--- config.mk ---
export PLATFORM = sky130hd
export DESIGN_NAME = tmbc_core
export DESIGN_NICKNAME = d
export VERILOG_FILES = /design/src/tmbc_pkg.sv /design/src/tmbc_core.sv
export SDC_FILE = /design/constraint.sdc
export NUM_CORES = 1
export LEC_CHECK = 0
export BUFFER_PORTS_ARGS = -buffer_cell sky130_fd_sc_hd__buf_2
export CORE_MARGIN = 8
export CORE_UTILIZATION = 50
export CTS_CLUSTER_DIAMETER = 60
export DETAILED_ROUTE_END_ITERATION = 10
export PLACE_DENSITY_LB_ADDON = 0.25
export SLEW_MARGIN = 20
export SYNTH_ARGS = -nofsm -noshare
export SYNTH_HDL_FRONTEND = slang
export SYNTH_SLANG_ARGS = --single-unit
--- constraint.sdc ---
create_clock -name clock -period 23.8 [get_ports clock]
set_input_delay 0 -clock clock [delete_from_list [all_inputs] [get_ports clock]]
set_output_delay 0 -clock clock [all_outputs]
set_load 0.05 [all_outputs]
--- src/tmbc_pkg.sv ---
// shared constants and types of the track mode and brake control block
// assumes one 250 MHz core clock and 8-bit configuration registers
package tmbc_pkg;

  // ****************************************************************
  // track and packet encodings
  // ****************************************************************
  typedef enum logic [1:0] {TRK_NONE, TRK_DIGITAL, TRK_DC, TRK_AC}
    tmbc_track_t;
  typedef enum logic [1:0] {FMT_PRIMARY, FMT_TRINARY, FMT_BUS, FMT_AUTO}
    tmbc_fmt_t;

  // ****************************************************************
  // register offsets
  // ****************************************************************
  localparam logic [4:0] REG_ACCEL       = 5'h00;
  localparam logic [4:0] REG_DECEL       = 5'h01;
  localparam logic [4:0] REG_BRAKE_CFG   = 5'h02;
  localparam logic [4:0] REG_MODE_CFG    = 5'h03;
  localparam logic [4:0] REG_ANALOG_CFG  = 5'h04;
  localparam logic [4:0] REG_EXIT_DELAY  = 5'h05;
  localparam logic [4:0] REG_SLOW_SPEED  = 5'h06;
  localparam logic [4:0] REG_ASYM_THRESH = 5'h07;
  localparam logic [4:0] REG_SHUTTLE     = 5'h08;
  localparam logic [4:0] REG_LIMIT0      = 5'h09;
  localparam logic [4:0] REG_PROFILE     = 5'h0e;
  localparam logic [4:0] REG_DISTANCE    = 5'h0f;
  localparam logic [4:0] REG_CTRL        = 5'h10;
  localparam logic [4:0] REG_STATUS      = 5'h11;
  localparam logic [4:0] REG_SPEED       = 5'h12;
  localparam int         CFG_REGS        = 16;
  localparam int         LIMIT_REGS      = 5;

  // ****************************************************************
  // field positions
  // ****************************************************************
  localparam int BRK_ASYM_LEFT_BIT  = 1;
  localparam int BRK_ASYM_RIGHT_BIT = 2;
  localparam int BRK_DC_BIT         = 3;
  localparam int BRK_MODULE_BIT     = 4;
  localparam int MODE_ANALOG_BIT    = 2;
  localparam int CTRL_DIR_KEEP_BIT  = 0;

  // ****************************************************************
  // values after reset, index 0 in the low byte
  // ****************************************************************
  localparam logic [15:0][7:0] CFG_RESET = {
    8'h00, 8'h00, 8'hff, 8'hff, 8'hff, 8'hff, 8'hff, 8'h00,
    8'h0c, 8'hff, 8'h00, 8'h03, 8'h04, 8'h00, 8'h02, 8'h02};
  localparam logic [7:0] CTRL_RESET = 8'h00;
  localparam logic [7:0] RAMP_MAX   = 8'h3f;

  // ****************************************************************
  // timing
  // ****************************************************************
  localparam int CLK_PERIOD_NS     = 4;
  localparam int TICK_TIME_NS      = 1000000;
  localparam int TICK_CYCLES       = TICK_TIME_NS / CLK_PERIOD_NS;
  localparam int FMT_HOLD_TIME_MS  = 4000;
  localparam int SEC_TIME_MS       = 1000;
  localparam int EXIT_UNIT_MS      = 10;
  localparam int CD_SHIFT          = 8;

endpackage : tmbc_pkg

--- src/tmbc_core.sv ---
// track mode change and brake sector control of a locomotive decoder
// assumes a track front end on the same clock that classifies the track
// signal and decodes packets; track_power comes from a pin
`timescale 1ns/1ps

// Operation
// - digital into DC with matching polarity: run on at analogue speed
// - DC polarity mismatch: stop when DC brake bit set, else reverse out
// - entering AC from digital keeps direction, speed follows analogue voltage
// - entering digital with matching direction continues at commanded speed
// - retention set, mismatch: keep direction until direction change command
// - retention clear and mismatch: stop, reverse and head back
// - packets of both main digital formats are acted on, except under bus lock or format hold
// - after bus format, other formats accepted only after track power loss
// - leaving auto-registration, drop primary and trinary packets about 4 s, hold motion
// - analogue disabled: hold speed and direction, no commands until digital
// - any brake stops with deceleration, then restarts with acceleration
// - DC brake and module bits both set: DC voltage is a stop
// - diode brake sector of the bus format stops the locomotive
// - asymmetric signal stops; right-stronger bit 2, left-stronger bit 1
// - slow-approach section limits speed to its register, 255 full, 0 stop
// - asymmetry threshold register, default 12
// - nonzero shuttle wait: stop, wait, reverse, restart; zero disables
// - with bit 2, stepped speed-limit commands use the five limit registers
// - brake left only after no detection for the exit delay
// - nonzero distance selects constant-distance braking, zero time-based
// - constant distance only in brake sectors; throttle zero uses decel time
// - profile zero: linear deceleration at once, stop after set distance
// - profile nonzero: cruise, then constant effort, timed to stop correctly
// - acceleration and deceleration times 0 to 63, per speed step
module tmbc_core
  import tmbc_pkg::*;
#(
  parameter int unsigned TICK_CYCLES_P  = tmbc_pkg::TICK_CYCLES,
  parameter int unsigned FMT_HOLD_MS_P  = tmbc_pkg::FMT_HOLD_TIME_MS
) (
  // clock, reset, enable
  input  wire logic                 clock,
  input  wire logic                 reset_n,
  input  wire logic                 ce,
  // register port
  input  wire logic [4:0]           reg_addr,
  input  wire logic [7:0]           reg_wdata,
  input  wire logic                 reg_write,
  input  wire logic                 reg_read,
  output      logic [7:0]           reg_rdata,
  // track classification
  input  wire tmbc_pkg::tmbc_track_t track_mode,
  input  wire logic                 track_power,
  input  wire logic                 dc_polarity_fwd,
  input  wire logic [7:0]           analog_speed,
  // decoded packets
  input  wire logic                 pkt_valid,
  input  wire tmbc_pkg::tmbc_fmt_t  pkt_format,
  input  wire logic [7:0]           pkt_speed,
  input  wire logic                 pkt_dir,
  // brake sector detection
  input  wire logic [7:0]           asym_right_level,
  input  wire logic [7:0]           asym_left_level,
  input  wire logic                 slow_approach_det,
  input  wire logic                 diode_brake_det,
  input  wire logic                 limit_valid,
  input  wire logic [2:0]           limit_index,
  // motor command
  output      logic [7:0]           motor_speed,
  output      logic                 motor_dir,
  output      logic                 braking
);
  import tmbc_pkg::*;

  // ****************************************************************
  // state
  // ****************************************************************
  localparam int TW = $clog2(TICK_CYCLES_P + 1);

  typedef enum logic [1:0] {ST_RUN, ST_REV_STOP, ST_BRAKE, ST_SHUTTLE}
    tmbc_phase_t;

  typedef struct packed {
    logic [15:0][7:0] cfg;
    logic [7:0]       ctrl;
    logic [7:0]       rdata;
    logic             pwr_s1;
    logic             pwr_s2;
    logic [TW-1:0]    tick_cnt;
    tmbc_track_t      prev_track;
    tmbc_phase_t      st;
    logic [7:0]       speed;
    logic             dir;
    logic             rev_dir;
    logic [7:0]       step_cnt;
    logic [7:0]       cmd_speed;
    logic             cmd_dir;
    logic             sx_lock;
    logic             last_auto;
    logic [11:0]      fmt_hold;
    logic             ignore_dir;
    logic             dir_pending;
    logic             analog_hold;
    logic [7:0]       held_speed;
    logic             dc_brk;
    logic             brk_hold;
    logic [11:0]      exit_cnt;
    logic [17:0]      wait_cnt;
    logic             shuttle_mask;
    logic [7:0]       cd_v0;
    logic             cd_cruise;
    logic [24:0]      cd_acc;
  } tmbc_regs_t;

  tmbc_regs_t s;
  tmbc_regs_t next_s;

  function automatic logic [7:0] tmbc_min(input logic [7:0] a,
                                          input logic [7:0] b);
    tmbc_min = (a < b) ? a : b;
  endfunction : tmbc_min

  // values above the documented range behave as the range end
  function automatic logic [7:0] tmbc_ramp(input logic [7:0] v);
    tmbc_ramp = tmbc_min(v, RAMP_MAX);
  endfunction : tmbc_ramp

  // ****************************************************************
  // next state
  // ****************************************************************
  always_comb begin : next_logic
    logic        tick;
    logic        pkt_ok;
    logic        analog_off;
    logic        abc_raw;
    logic        abc_req;
    logic        module_brk;
    logic        brake_req;
    logic        want_dir;
    logic        follow_dir;
    logic [8:0]  diff_r;
    logic [8:0]  diff_l;
    logic [7:0]  brk_cfg;
    logic [7:0]  tgt;
    logic [7:0]  accel_t;
    logic [7:0]  decel_t;
    logic [2:0]  lim_i;
    logic [15:0] v0_sq;
    logic [16:0] two_d;
    logic [25:0] need;
    tick       = 1'b0;
    pkt_ok     = 1'b0;
    analog_off = 1'b0;
    abc_raw    = 1'b0;
    abc_req    = 1'b0;
    module_brk = 1'b0;
    brake_req  = 1'b0;
    want_dir   = 1'b0;
    follow_dir = 1'b0;
    diff_r     = 9'h000;
    diff_l     = 9'h000;
    brk_cfg    = 8'h00;
    tgt        = 8'h00;
    accel_t    = 8'h00;
    decel_t    = 8'h00;
    lim_i      = 3'h0;
    v0_sq      = 16'h0000;
    two_d      = 17'h00000;
    need       = 26'h0000000;
    next_s     = s;

    // register port
    if (reg_write) begin
      if (reg_addr < 5'(CFG_REGS)) begin
        next_s.cfg[reg_addr[3:0]] = reg_wdata;
      end else if (reg_addr == REG_CTRL) begin
        next_s.ctrl = reg_wdata;
      end
    end
    next_s.rdata = 8'h00;
    if (reg_read) begin
      if (reg_addr < 5'(CFG_REGS)) begin
        next_s.rdata = s.cfg[reg_addr[3:0]];
      end else if (reg_addr == REG_CTRL) begin
        next_s.rdata = s.ctrl;
      end else if (reg_addr == REG_STATUS) begin
        next_s.rdata = {2'b00, s.sx_lock, (s.fmt_hold != 12'h000),
                        s.ignore_dir, (s.st == ST_SHUTTLE), s.brk_hold,
                        s.dir};
      end else if (reg_addr == REG_SPEED) begin
        next_s.rdata = s.speed;
      end
    end

    // millisecond tick; the pin is synchronised before use
    next_s.pwr_s1 = track_power;
    next_s.pwr_s2 = s.pwr_s1;
    next_s.tick_cnt = s.tick_cnt + TW'(1);
    if (s.tick_cnt == TW'(TICK_CYCLES_P - 1)) begin
      next_s.tick_cnt = '0;
      tick = 1'b1;
    end

    brk_cfg    = s.cfg[REG_BRAKE_CFG[3:0]];
    accel_t    = tmbc_ramp(s.cfg[REG_ACCEL[3:0]]);
    decel_t    = tmbc_ramp(s.cfg[REG_DECEL[3:0]]);
    analog_off = !s.cfg[REG_MODE_CFG[3:0]][MODE_ANALOG_BIT] ||
                 (s.cfg[REG_ANALOG_CFG[3:0]] == 8'h00);

    // ****************************************************************
    // digital format acceptance
    // ****************************************************************
    if (!s.pwr_s2) begin
      next_s.sx_lock = 1'b0;
    end
    if (tick && s.fmt_hold != 12'h000) begin
      next_s.fmt_hold = s.fmt_hold - 12'h001;
    end
    if (pkt_valid && track_mode == TRK_DIGITAL) begin
      case (pkt_format)
        FMT_BUS: begin
          pkt_ok = 1'b1;
          next_s.sx_lock = 1'b1;
        end
        FMT_AUTO: begin
          pkt_ok = !s.sx_lock;
          next_s.last_auto = !s.sx_lock;
        end
        default: begin
          // both main formats decoded side by side
          if (s.sx_lock) begin
            pkt_ok = 1'b0;
          end else if (s.last_auto) begin
            next_s.last_auto = 1'b0;
            next_s.fmt_hold = 12'(FMT_HOLD_MS_P);
          end else begin
            pkt_ok = (s.fmt_hold == 12'h000);
          end
        end
      endcase
    end

    if (pkt_ok) begin
      if (s.dir_pending) begin
        next_s.dir_pending = 1'b0;
        if (pkt_dir == s.dir) begin
          next_s.ignore_dir = 1'b0;
        end else if (s.ctrl[CTRL_DIR_KEEP_BIT]) begin
          next_s.ignore_dir = 1'b1;
        end else begin
          next_s.ignore_dir = 1'b1;
          next_s.st = ST_REV_STOP;
          next_s.rev_dir = !s.dir;
        end
      end else if (s.ignore_dir && pkt_dir != s.cmd_dir) begin
        next_s.ignore_dir = 1'b0;
      end
      next_s.cmd_speed = pkt_speed;
      next_s.cmd_dir = pkt_dir;
    end

    // ****************************************************************
    // track mode changes
    // ****************************************************************
    next_s.prev_track = track_mode;
    if (track_mode != s.prev_track) begin
      next_s.dc_brk = 1'b0;
      if (track_mode == TRK_DIGITAL) begin
        next_s.analog_hold = 1'b0;
        next_s.dir_pending = (s.prev_track == TRK_DC) ||
                             (s.prev_track == TRK_AC);
      end else if (track_mode == TRK_DC || track_mode == TRK_AC) begin
        if (analog_off) begin
          next_s.analog_hold = 1'b1;
          next_s.held_speed = s.speed;
        end else if (track_mode == TRK_DC && s.prev_track == TRK_DIGITAL &&
                     dc_polarity_fwd != s.dir) begin
          if (brk_cfg[BRK_DC_BIT]) begin
            next_s.dc_brk = 1'b1;
          end else begin
            next_s.st = ST_REV_STOP;
            next_s.rev_dir = dc_polarity_fwd;
          end
        end
      end
    end

    // ****************************************************************
    // brake detection and exit filter
    // ****************************************************************
    diff_r = {1'b0, asym_right_level} - {1'b0, asym_left_level};
    diff_l = {1'b0, asym_left_level} - {1'b0, asym_right_level};
    abc_raw = (brk_cfg[BRK_ASYM_RIGHT_BIT] && !diff_r[8] &&
               diff_r[7:0] >= s.cfg[REG_ASYM_THRESH[3:0]]) ||
              (brk_cfg[BRK_ASYM_LEFT_BIT] && !diff_l[8] &&
               diff_l[7:0] >= s.cfg[REG_ASYM_THRESH[3:0]]);
    if (!abc_raw) begin
      next_s.shuttle_mask = 1'b0;
    end
    abc_req = abc_raw && !s.shuttle_mask;
    // module voltage looks like plain DC, so both bits force a stop
    module_brk = track_mode == TRK_DC && brk_cfg[BRK_DC_BIT] &&
                 brk_cfg[BRK_MODULE_BIT];
    brake_req = s.dc_brk || module_brk || diode_brake_det ||
                abc_req;
    if (brake_req) begin
      next_s.brk_hold = 1'b1;
      next_s.exit_cnt = 12'h000;
    end else if (s.brk_hold) begin
      // dropouts shorter than the delay restart the count
      if (s.exit_cnt >= 12'(s.cfg[REG_EXIT_DELAY[3:0]] * EXIT_UNIT_MS)) begin
        next_s.brk_hold = 1'b0;
      end else if (tick) begin
        next_s.exit_cnt = s.exit_cnt + 12'h001;
      end
    end

    // ****************************************************************
    // target speed and direction
    // ****************************************************************
    case (track_mode)
      TRK_DIGITAL: begin
        tgt = s.cmd_speed;
        // entry cycle must already see the pending compare
        want_dir = next_s.cmd_dir;
        follow_dir = !next_s.ignore_dir && !next_s.dir_pending;
      end
      TRK_DC: begin
        tgt = s.analog_hold ? s.held_speed : analog_speed;
        want_dir = dc_polarity_fwd;
        follow_dir = !next_s.analog_hold && !next_s.dc_brk;
      end
      TRK_AC: begin
        tgt = s.analog_hold ? s.held_speed : analog_speed;
        want_dir = s.dir;
      end
      default: begin
        tgt = s.speed;
        want_dir = s.dir;
      end
    endcase
    if (s.fmt_hold != 12'h000) begin
      tgt = s.speed;
      follow_dir = 1'b0;
    end
    if (slow_approach_det) begin
      tgt = tmbc_min(tgt, s.cfg[REG_SLOW_SPEED[3:0]]);
    end
    if (brk_cfg[BRK_ASYM_RIGHT_BIT] && limit_valid) begin
      lim_i = (limit_index > 3'(LIMIT_REGS - 1)) ? 3'(LIMIT_REGS - 1)
                                                  : limit_index;
      tgt = tmbc_min(tgt, s.cfg[4'(REG_LIMIT0) + 4'(lim_i)]);
    end

    // ****************************************************************
    // phase control
    // ****************************************************************
    case (s.st)
      ST_RUN, ST_REV_STOP: begin
        if (s.brk_hold) begin
          next_s.st = ST_BRAKE;
          tgt = 8'h00;
          next_s.cd_v0 = s.speed;
          next_s.cd_acc = '0;
          next_s.step_cnt = 8'h00;
          next_s.cd_cruise = (s.cfg[REG_PROFILE[3:0]] != 8'h00);
        end else if (s.st == ST_REV_STOP || next_s.st == ST_REV_STOP) begin
          tgt = 8'h00;
          if (s.st == ST_REV_STOP && s.speed == 8'h00) begin
            next_s.dir = s.rev_dir;
            next_s.st = ST_RUN;
          end
        end else if (follow_dir && want_dir != s.dir) begin
          if (s.speed == 8'h00) begin
            next_s.dir = want_dir;
          end else begin
            next_s.st = ST_REV_STOP;
            next_s.rev_dir = want_dir;
            tgt = 8'h00;
          end
        end
      end
      ST_BRAKE: begin
        tgt = 8'h00;
        if (s.speed == 8'h00 && abc_req &&
            s.cfg[REG_SHUTTLE[3:0]] != 8'h00) begin
          next_s.st = ST_SHUTTLE;
          next_s.wait_cnt = '0;
        end else if (!s.brk_hold) begin
          next_s.st = ST_RUN;
        end
      end
      ST_SHUTTLE: begin
        tgt = 8'h00;
        if (s.wait_cnt >= 18'(s.cfg[REG_SHUTTLE[3:0]] * SEC_TIME_MS)) begin
          // brake sits on one rail only, so the reversed run leaves it
          next_s.dir = !s.dir;
          next_s.shuttle_mask = 1'b1;
          next_s.st = ST_RUN;
        end else if (tick) begin
          next_s.wait_cnt = s.wait_cnt + 18'h00001;
        end
      end
      default: begin
        next_s.st = ST_RUN;
      end
    endcase

    // ****************************************************************
    // speed ramp, advanced once per millisecond
    // ****************************************************************
    v0_sq = 16'(s.cd_v0) * 16'(s.cd_v0);
    two_d = 17'(s.cfg[REG_DISTANCE[3:0]]) << (CD_SHIFT + 1);
    if (tick) begin
      if (s.speed < tgt) begin
        if (accel_t == 8'h00) begin
          next_s.speed = tgt;
        end else if (s.step_cnt + 8'h01 >= accel_t) begin
          next_s.speed = s.speed + 8'h01;
          next_s.step_cnt = 8'h00;
        end else begin
          next_s.step_cnt = s.step_cnt + 8'h01;
        end
      end else if (s.speed > tgt && s.st == ST_BRAKE &&
                   s.cfg[REG_DISTANCE[3:0]] != 8'h00) begin
        if (s.cfg[REG_PROFILE[3:0]] == 8'h00) begin
          // one step per tick at most: very short distances run long
          if (25'(s.cd_acc) + 25'(v0_sq) >= 25'(two_d)) begin
            next_s.speed = s.speed - 8'h01;
            next_s.cd_acc = s.cd_acc + 25'(v0_sq) - 25'(two_d);
          end else begin
            next_s.cd_acc = s.cd_acc + 25'(v0_sq);
          end
        end else if (s.cd_cruise) begin
          // travelled plus braking distance reaches the set distance
          need = 26'(s.cd_acc) +
                 26'(24'(v0_sq) * 24'(s.cfg[REG_PROFILE[3:0]]) >> 1);
          next_s.cd_acc = s.cd_acc + 25'(s.cd_v0);
          if (need >= 26'(two_d >> 1)) begin
            next_s.cd_cruise = 1'b0;
          end
        end else if (s.step_cnt + 8'h01 >= s.cfg[REG_PROFILE[3:0]]) begin
          next_s.speed = s.speed - 8'h01;
          next_s.step_cnt = 8'h00;
        end else begin
          next_s.step_cnt = s.step_cnt + 8'h01;
        end
      end else if (s.speed > tgt) begin
        if (decel_t == 8'h00) begin
          next_s.speed = tgt;
        end else if (s.step_cnt + 8'h01 >= decel_t) begin
          next_s.speed = s.speed - 8'h01;
          next_s.step_cnt = 8'h00;
        end else begin
          next_s.step_cnt = s.step_cnt + 8'h01;
        end
      end
    end
  end

  // ****************************************************************
  // state register
  // ****************************************************************
  always_ff @(posedge clock or negedge reset_n) begin
    if (!reset_n) begin
      s <= '{cfg: CFG_RESET, ctrl: CTRL_RESET, prev_track: TRK_NONE,
             st: ST_RUN, default: '0};
    end else if (ce) begin
      s <= next_s;
    end
  end

  assign reg_rdata   = s.rdata;
  assign motor_speed = s.speed;
  assign motor_dir   = s.dir;
  assign braking     = s.brk_hold;

endmodule : tmbc_core

==> results of run 1 <==
kinds of logic (layout without fill, tap and decap cells):
kind of cell,Yosys count,count (layout),synth area share (%)
and+or+nand+nor,891,891,15.7
AOI/OAI and AO/OA,637,637,14.4
adders and majority gates,433,433,22.3
buffers and inverters,398,470,5.50
DFF,287,287,25.4
muxes,246,246,11.8
xor gates and xnor gates,158,158,4.87
other,1,4,0.0131
registers in the layout, summed over array words and instances (netlist names):
name / flops
s: 252
next_s: 1
next_logic.brk_cfg: 8
reg_rdata: 8
braking: 1
motor_speed: 8
next_logic.two_d: 8
motor_dir: 1
cell usage after synthesis (10+ instances only):
library cell	n	share of area (%)
clkbuf_1	97	1.3
nor4_1	18	0.39
nand3_1	80	1.4
a211oi_1	22	0.58
nor2_1	173	2.3
and3_1	28	0.61
o22ai_1	10	0.22
a21oi_1	152	2.7
mux2i_1	38	1.3
a31o_2	13	0.40
nand2_1	257	3.4
a31oi_1	17	0.37
and2_1	111	2.4
nor2b_1	28	0.61
dfrtp_1	232	20
ha_1	304	13
xor2_1	66	2.0
nor3b_1	10	0.26
o21bai_1	19	0.50
or3_1	24	0.53
nor3_1	47	0.82
nand2b_1	30	0.66
or2_2	13	0.28
mux2_2	151	6.0
o211ai_1	17	0.45
buf_4	17	0.45
xnor2_1	91	2.8
and4_1	10	0.31
mux4_2	56	4.4
a21o_1	56	1.5
fa_1	129	9.0
nand4_1	21	0.46
inv_1	270	3.5
o31ai_1	23	0.60
o21a_1	33	0.87
dfstp_2	55	5.1
or4_1	13	0.34
o21ai_0	168	2.9
critical path, delay by kind of cell, from the launching register on:
kind | cells | cell delay, ns
AOI/OAI and AO/OA | 9 | 2.31
DFF | 1 | 0.75
buffers and inverters | 4 | 0.18
xor gates and xnor gates | 3 | 1.13
and+or+nand+nor | 10 | 1.89
adders and majority gates | 12 | 4.90
report_power, final:
group	switching (W)	internal [W]	total [W]
Combinational	0.000564	0.000456	0.00102
Clock	0.000220	0.000376	0.000596
Sequential	0.0000817	0.000551	0.000632
Total	0.000866	0.00138	0.00225
timing repair:
action                    4_1_cts  5_1_grt
hold endpoints to repair      117        0
hold buffers                   28        0
setup buffers                   0        0
layout make-up:
type / count / area [um^2] / area share, %
tap: 756 / 946 / 3.03
sequential: 287 / 7250 / 23.3
multi-input combinational: 2369 / 19800 / 63.4
timing repair buffer: 137 / 906 / 2.91
clock buffer: 46 / 1010 / 3.24
clock inverter: 17 / 275 / 0.883
inverter: 270 / 1010 / 3.25
layer usage:
metal	wire (um)	global-route usage (%)	vias to the layer above	share of wire [%]
li1	-	-	10859	-
met1	33400	30.8	11728	40
met2	40800	44.1	792	49
met3	4650	3.48	215	5.6
met4	4370	12.3	6	5.3
met5	33	0	-	0.040
worst min path at each step:
stage	endpoint
floorplan	braking
global placement	s[50]
detailed placement	s[49]
CTS	reg_rdata[6]
global route	reg_rdata[6]
finish	reg_rdata[6]
per-stage QoR:
stage               worst slack, ns  hold WS [ns]  instances  instance area [um^2]  power [W]
floorplan                     14.08        -0.296       3054                 28600    0.00137
global route                  11.81        0.0420       3882                 31200    0.00240
CTS                           12.59        0.0221       3882                 31200    0.00226
finish                        12.53        0.0260       3882                 31200    0.00225
detailed placement            12.63       0.00736       3791                 29600    0.00165
global placement              12.97      -0.00179       3791                 29600    0.00160
==> flow_summary.json, run 1 <==
{
  "status": "completed",
  "syn-cell-area_um2": 28600,
  "synth_cells": 3051,
  "holdCritPathClass": "input port to register",
  "grt-ovfl-total": 0,
  "worst_setup_path_start_kind": "register",
  "final.period_utilization_pct": 47.3,
  "crit_end": "s[25]",
  "clock-sinks": 287,
  "die_area_um2": 65100,
  "reg2reg_depth": 38,
  "p_leak_nw": 14.8,
  "cp_slowest_cell": "xnor2_1",
  "max_stage_delay_ns": 0.78,
  "crit_fanout": 24,
  "drt_pass1_iterations": 5,
  "crit_top_cell": "fa_1",
  "antenna_found_initial": 4,
  "fin_nets": 3597,
  "num_vias": 23600,
  "required_ns": 24.24,
  "power_density_nw_per_um2": 72.1,
  "fmax_mhz": 88.8,
  "layout-drive-gt1-share_pct": 15.2,
  "globalplace.congestion": 0.934,
  "tightest_slew_ns": 1.14,
  "clkLatencyLatePin_ns": 0.53,
  "clkTransAtPathRegs_ns": 0.06,
  "crit_start": "s[26]",
  "die_w_um": 255,
  "synth_edf_count": 0,
  "grt_pass1_vias": 23972,
  "cts_resized": 0,
  "critical_path_class": "register to register",
  "wirelength_mm": 83.2,
  "viasPerCell": 6.08,
  "diodes": 0,
  "cts.path.max_buffers": 3,
  "yosysWarnings": 0,
  "synth_cell_type_count": 90,
  "grtUsageTotal_pct": 25.4,
  "r2r_slack_ns": 12.53,
  "fillCellCount": 5008,
  "synthFlopType": "dfrtp_1",
  "finalCriticalPeriod_ns": 11.27,
  "die_h_um": 255,
  "slew-limit-headroom_pct": 23.4,
  "reg2reg_to": "s[25]",
  "slew_viol_final": 0,
  "root_buffer": "clkbuf_16",
  "dp_hpwl_mm": 64.4,
  "drtAntennaViolNets": 0,
  "maxCapViolations": 0,
  "worst_setup_path_end_kind": "register",
  "area_growth_pct": 9.09,
  "reg2reg_from": "s[26]",
  "placement_rows": 87,
  "rsz0062_at_grt": "false",
  "hold_violations": 0,
  "drt-initial-drc-count": 1674,
  "fp.coreArea_um2": 56500,
  "hold_path_startpoint": "reg_addr[4]",
  "grt_first_pass_wirelength_mm": 132,
  "ys_ff_latch": 287,
  "drc": 0,
  "cts-buffers-inserted": 35,
  "layout_commonest_cell": "ha_1",
  "finalSetupViolCount": 0,
  "htree_levels": 2,
  "synth_seq_area_share_pct": 25.4,
  "syn-mean-instance-area_um2": 9.37,
  "fin_setup_tns_ns": 0,
  "grt_max_degree": 78,
  "io_buffers": 81,
  "cts_tree": "yes",
  "fin_util_pct": 55.2,
  "peakVddDrop_mv": 0.264,
  "finClkSkew_ns": 0.0129,
  "arrival_ns": 11.70,
  "initial_core_util_pct": 50.6,
  "whs_path_depth": 3,
  "async_reset_ff_share_pct": 100,
  "mostFrequentLayoutCells": "ha_1 (304), inv_1 (270), nand2_1 (257)",
  "detail_route.wl_per_cell_um": 21.4,
  "pin_count": 82
}
Power figures use the tool's default switching activity.
==> inputs of run 2 (changes only) <==
==> constraint.sdc (replaced) <==
create_clock -name clock -period 10 [get_ports clock]
set_input_delay 0 -clock clock [delete_from_list [all_inputs] [get_ports clock]]
set_output_delay 0 -clock clock [all_outputs]
set_load 0.05 [all_outputs]
==> run 2 against run 1 <==
Effect of this change:
- die area did not move
- non-clock buffer count increased by 56
- largest power group unchanged
- count of clock-buffer cells in the layout fell by 4
- hold slack improved by 0.077 ns
- combinational power is 140% higher
- critical path type unchanged
- via count is 1.5% higher
- global-route usage rose by 0.32 points
==> flow_summary.json, run 2 (synthesis gave the netlist of run 1 again) <==
{
  "crit_fanout": 7,
  "cts.path.max_buffers": 3,
  "die_area_um2": 65100,
  "viasPerCell": 6.08,
  "cp_slowest_cell": "fa_1",
  "dp_hpwl_mm": 64.6,
  "arrival_ns": 10.18,
  "largest_register_ff_count": 252,
  "peakVddDrop_mv": 0.720,
  "drt-initial-drc-count": 1863,
  "crit_buf_inv": 5,
  "power_density_nw_per_um2": 165,
  "wirelength_mm": 84.8,
  "fmax_mhz": 103,
  "regMostFlops": "s",
  "status": "completed",
  "layout-drive-gt1-share_pct": 19.4,
  "p_leak_nw": 15.1,
  "hold_violations": 0,
  "clock-sinks": 287,
  "worst_setup_path_end_kind": "register",
  "layout_commonest_cell": "ha_1",
  "root_buffer": "clkbuf_16",
  "finClkSkew_ns": 0.0225,
  "globalplace.congestion": 0.965,
  "fin_nets": 3654,
  "grt_pass1_vias": 24066,
  "grt_first_pass_wirelength_mm": 133,
  "drc": 0,
  "grtUsageTotal_pct": 25.7,
  "placement_rows": 87,
  "fp.coreArea_um2": 56500,
  "slew_viol_final": 0,
  "antenna_found_initial": 3,
  "finalCriticalPeriod_ns": 9.69,
  "worst_setup_path_start_kind": "register",
  "io_buffers": 81,
  "hold_ws_ns": 0.103,
  "critical_path_class": "register to register",
  "tightest_slew_ns": 1.13,
  "drtAntennaViolNets": 0,
  "area_growth_pct": 11.9,
  "clkTransAtPathRegs_ns": 0.06,
  "finalSetupViolCount": 0,
  "maxCapViolations": 0,
  "slew-limit-headroom_pct": 24.2,
  "crit_top_cell": "fa_1",
  "num_vias": 23948,
  "initial_core_util_pct": 50.6,
  "holdCritPathClass": "input port to register",
  "die_h_um": 255,
  "mostFrequentLayoutCells": "ha_1 (289), inv_1 (263), nand2_1 (253)",
  "cp_top_family": "adder cells",
  "required_ns": 10.49,
  "htree_levels": 2,
  "pin_count": 82,
  "cts-buffers-inserted": 36,
  "drt_pass1_iterations": 6,
  "grt-ovfl-total": 0,
  "final.period_utilization_pct": 96.9,
  "detail_route.wl_per_cell_um": 21.5,
  "grt_max_degree": 176,
  "cts_tree": "yes",
  "max_stage_delay_ns": 0.58,
  "power_w": 0.00526,
  "clkLatencyLatePin_ns": 0.57,
  "die_w_um": 255,
  "fin_setup_tns_ns": 0
}
-- run 2: per-stage QoR --
step                      instance area, um^2  worst slack (ns)  cells  utilization, %
final                                   32000             0.305   3939            56.6
after floorplan                         28600             0.277   3054               -
after CTS                               31400           0.00289   3919            55.6
after detailed placement                29900            -0.119   3825            52.9
after global routing                    32000            -0.136   3939            56.6
after global placement                  29900             0.150   3825            52.9
-- run 2: routing by layer --
layer / track usage [%] / vias to the layer above / part of all wire, %
met3: 3.43 / 230 / 5.3
met2: 43.2 / 805 / 48
li1: - / 11006 / -
met1: 31.7 / 11903 / 40
met4: 14.4 / 4 / 6.2
met5: 0 / - / 0.035
-- run 2: repair_timing --
action,CTS,global route
gates resized for setup,7,87
pin swaps,5,67
hold buffers,29,0
hold endpoints to repair,172,0
endpoints found under the setup margin,1,1
buffers inserted,2,19
-- run 2: path summary, 6_finish.rpt --
kind / to / cells past startpoint / slack [ns] / start
setup / recovery: s[25] / 43 / 0.31 / s[27]
hold / removal: s[156] / 4 / 0.10 / reg_write
setup reg to reg: s[25] / 43 / 0.31 / s[27]
hold reg to reg: reg_rdata[1] / 1 / 0.49 / reg_rdata[1]
max in group asynchronous: s[27] / 3 / 8.33 / reset_n
min in group asynchronous: s[49] / 2 / 0.11 / reset_n
-- run 2: worst register-to-register path, delay by kind of cell (launching register included) --
| family | cells | cell delay (ns) |
|---|---|---|
| adder cells (fa/ha/maj) | 11 | 4.11 |
| AO/OA/AOI/OAI | 16 | 2.81 |
| AND/OR/NAND/NOR | 9 | 1.38 |
| buffers and inverters | 5 | 0.52 |
| flip-flops | 1 | 0.46 |
| XOR/XNOR | 2 | 0.34 |
-- run 2: area by class of cell --
type                            count  area [um^2]
Tap cell                          756          946
Multi-Input combinational cell   2369        20200
Inverter                          270         1010
Clock inverter                     21          239
Antenna cell                        1         2.50
Clock buffer                       42          973
Timing Repair Buffer              193         1360
Fill cell                        4938        24500
Sequential cell                   287         7260
-- run 2: power breakdown --
part           switching (W)  internal (W)
clock               0.000549      0.000783
combinational        0.00133       0.00109
sequential          0.000204       0.00131
==> inputs of run 3 (changes only) <==
--- a/config.mk
+++ b/config.mk
@@ -10,7 +10,8 @@
 export CORE_UTILIZATION = 50
 export CTS_CLUSTER_DIAMETER = 60
 export DETAILED_ROUTE_END_ITERATION = 10
-export PLACE_DENSITY_LB_ADDON = 0.25
+export PLACE_DENSITY = 0.69
+export REMOVE_ABC_BUFFERS = 1
 export SLEW_MARGIN = 20
 export SYNTH_ARGS = -nofsm -noshare
 export SYNTH_HDL_FRONTEND = slang
==> run 3 against run 2 <==
Effect of this change:
- largest cell class unchanged
- clock power rose by 6%
- cell count rose by 0.36%
- final area rose by 0.31%
- critical path type unchanged
- sequential power barely moved
- via count rose by 1.1%
- wire length fell by 1.2%
- maximum frequency fell by 0.24%
- register-to-register slack got worse by 0.02 ns
- flip-flop and latch count did not move
- non-clock buffer count rose by 11
- hold slack got worse by 0.079 ns
- count of clock-buffer cells in the layout rose by 5
==> flow_summary.json, run 3 (synthesis gave the netlist of run 1 again) <==
{
  "fp.coreArea_um2": 56500,
  "finClkSkew_ns": 0.0286,
  "viasPerCell": 6.12,
  "peakVddDrop_mv": 0.602,
  "holdCritPathClass": "input port to async pin",
  "placement_rows": 87,
  "io_buffers": 81,
  "power_switching_w": 0.00209,
  "mostFrequentLayoutCells": "ha_1 (294), inv_1 (261), nand2_1 (253)",
  "multi_input_area_um2": 20100,
  "antenna_found_initial": 1,
  "num_vias": 24200,
  "clkTransAtPathRegs_ns": 0.06,
  "pwr-share-clk_pct": 26.4,
  "hold_ws_ns": 0.0238,
  "initial_core_util_pct": 50.6,
  "grt_pass1_vias": 24636,
  "cts_tree": "yes",
  "clkLatencyLatePin_ns": 0.56,
  "required_ns": 10.46,
  "fin_setup_tns_ns": 0,
  "final.period_utilization_pct": 97.2,
  "grt_first_pass_wirelength_mm": 132,
  "rsz0062_at_grt": "true",
  "globalplace.congestion": 0.978,
  "seq_area_um2": 7260,
  "fin_nets": 3666,
  "slew-limit-headroom_pct": 21.1,
  "grt_use_met3_pct": 3.69,
  "grtUsageTotal_pct": 25.3,
  "finalSetupViolCount": 0,
  "hold_violations": 0,
  "detail_route.wl_per_cell_um": 21.2,
  "regMostFlops": "s",
  "status": "completed",
  "area_growth_pct": 12.2,
  "p_leak_nw": 15.2,
  "power_density_nw_per_um2": 167,
  "internal_power_w": 0.00326,
  "power.share.combinational_pct": 45.3,
  "largest_register_ff_count": 252,
  "tightest_slew_ns": 1.18,
  "worst_setup_path_start_kind": "register",
  "fin_util_pct": 56.8,
  "die_area_um2": 65100,
  "maxCapViolations": 0,
  "drtAntennaViolNets": 0,
  "finalCriticalPeriod_ns": 9.72,
  "fmax_mhz": 103,
  "root_buffer": "clkbuf_16",
  "slew_viol_final": 0,
  "drt_pass1_iterations": 9,
  "power_switching_share_pct": 39.0,
  "pin_count": 82,
  "p_seq_share_pct": 28.3,
  "clock-sinks": 287,
  "dp_hpwl_mm": 63.8,
  "use_met2_pct": 42.7,
  "drt-initial-drc-count": 1966,
  "arrival_ns": 10.18,
  "wirelength_mm": 83.8,
  "grt-ovfl-total": 0,
  "cts-buffers-inserted": 37,
  "worst_setup_path_end_kind": "register",
  "htree_levels": 2,
  "fillCellCount": 4889,
  "grt_max_degree": 79,
  "diodes": 0,
  "cp_slowest_cell": "fa_1",
  "layout_commonest_cell": "ha_1",
  "die_w_um": 255,
  "drc": 0,
  "die_h_um": 255,
  "layout-drive-gt1-share_pct": 19.0,
  "grt_util_met1_pct": 30.8,
  "max_stage_delay_ns": 0.57,
  "top_usage_layer": "met2",
  "crit_fanout": 6,
  "crit_top_cell": "fa_1",
  "power_w": 0.00535,
  "cts.path.max_buffers": 3,
  "critical_path_class": "register to register"
}
run 3: layout make-up:
cell class                 count  share of cell area [%]
multi-input combinational   2369                    62.7
timing repair buffer         204                    4.50
sequential                   287                    22.6
clock buffer                  47                    3.16
clock inverter                20                   0.874
tap                          756                    2.95
inverter                     270                    3.17
run 3: power by group through the flow:
stage               Clock [W]  Sequential [W]  Combinational [W]
CTS                   0.00144         0.00151            0.00242
detailed placement          0         0.00152            0.00238
floorplan                   0         0.00146            0.00177
finish                0.00141         0.00151            0.00242
global placement            0         0.00152            0.00228
global route          0.00149         0.00153            0.00273
run 3: what timing repair did:
item | in CTS | in global routing
setup buffers | 3 | 26
hold buffers | 31 | 0
pin swaps | 0 | 65
resized for setup | 10 | 76
endpoints found under the setup margin | 1 | 4
hold endpoints to repair | 138 | 0
run 3: critical path: cells and delay by family, from the launching register on:
family | cells | cell delay, ns
simple gates | 10 | 1.42
buf+inv | 8 | 0.66
flops | 1 | 0.42
xor+xnor | 2 | 0.28
fa+ha+maj | 11 | 4.89
compound gates | 11 | 1.96
run 3: final timing paths:
check	from	endpoint	slack, ns	cells after the start
min in group clock	reg_write	s[153]	0.15	5
setup reg to reg	s[33]	s[25]	0.28	42
setup / recovery	s[33]	s[25]	0.28	42
hold reg to reg	s[125]	s[125]	0.49	1
hold / removal	reset_n	s[222]	0.02	2
max in group asynchronous	reset_n	s[161]	7.68	4
run 3: metal layers:
| metal | part of all wire [%] | wire length (um) | up-vias |
|---|---|---|---|
| met4 | 6.1 | 5140 | 2 |
| li1 | - | - | 11041 |
| met1 | 40 | 33400 | 12035 |
| met5 | 0.012 | 10 | - |
| met2 | 48 | 40300 | 904 |
| met3 | 5.9 | 4930 | 218 |
run 3: through the flow:
| step | std cells | worst slack [ns] | cell area [um^2] |
|---|---|---|---|
| 2_1_floorplan | 2926 | 0.286 | 28000 |
| 3_3_place_gp | 3826 | 0.182 | 29900 |
| 3_5_place_dp | 3826 | -0.0885 | 29900 |
| 4_1_cts | 3927 | 0.0232 | 31500 |
| 5_1_grt | 3953 | -0.156 | 32100 |
| 6_report | 3953 | 0.282 | 32100 |
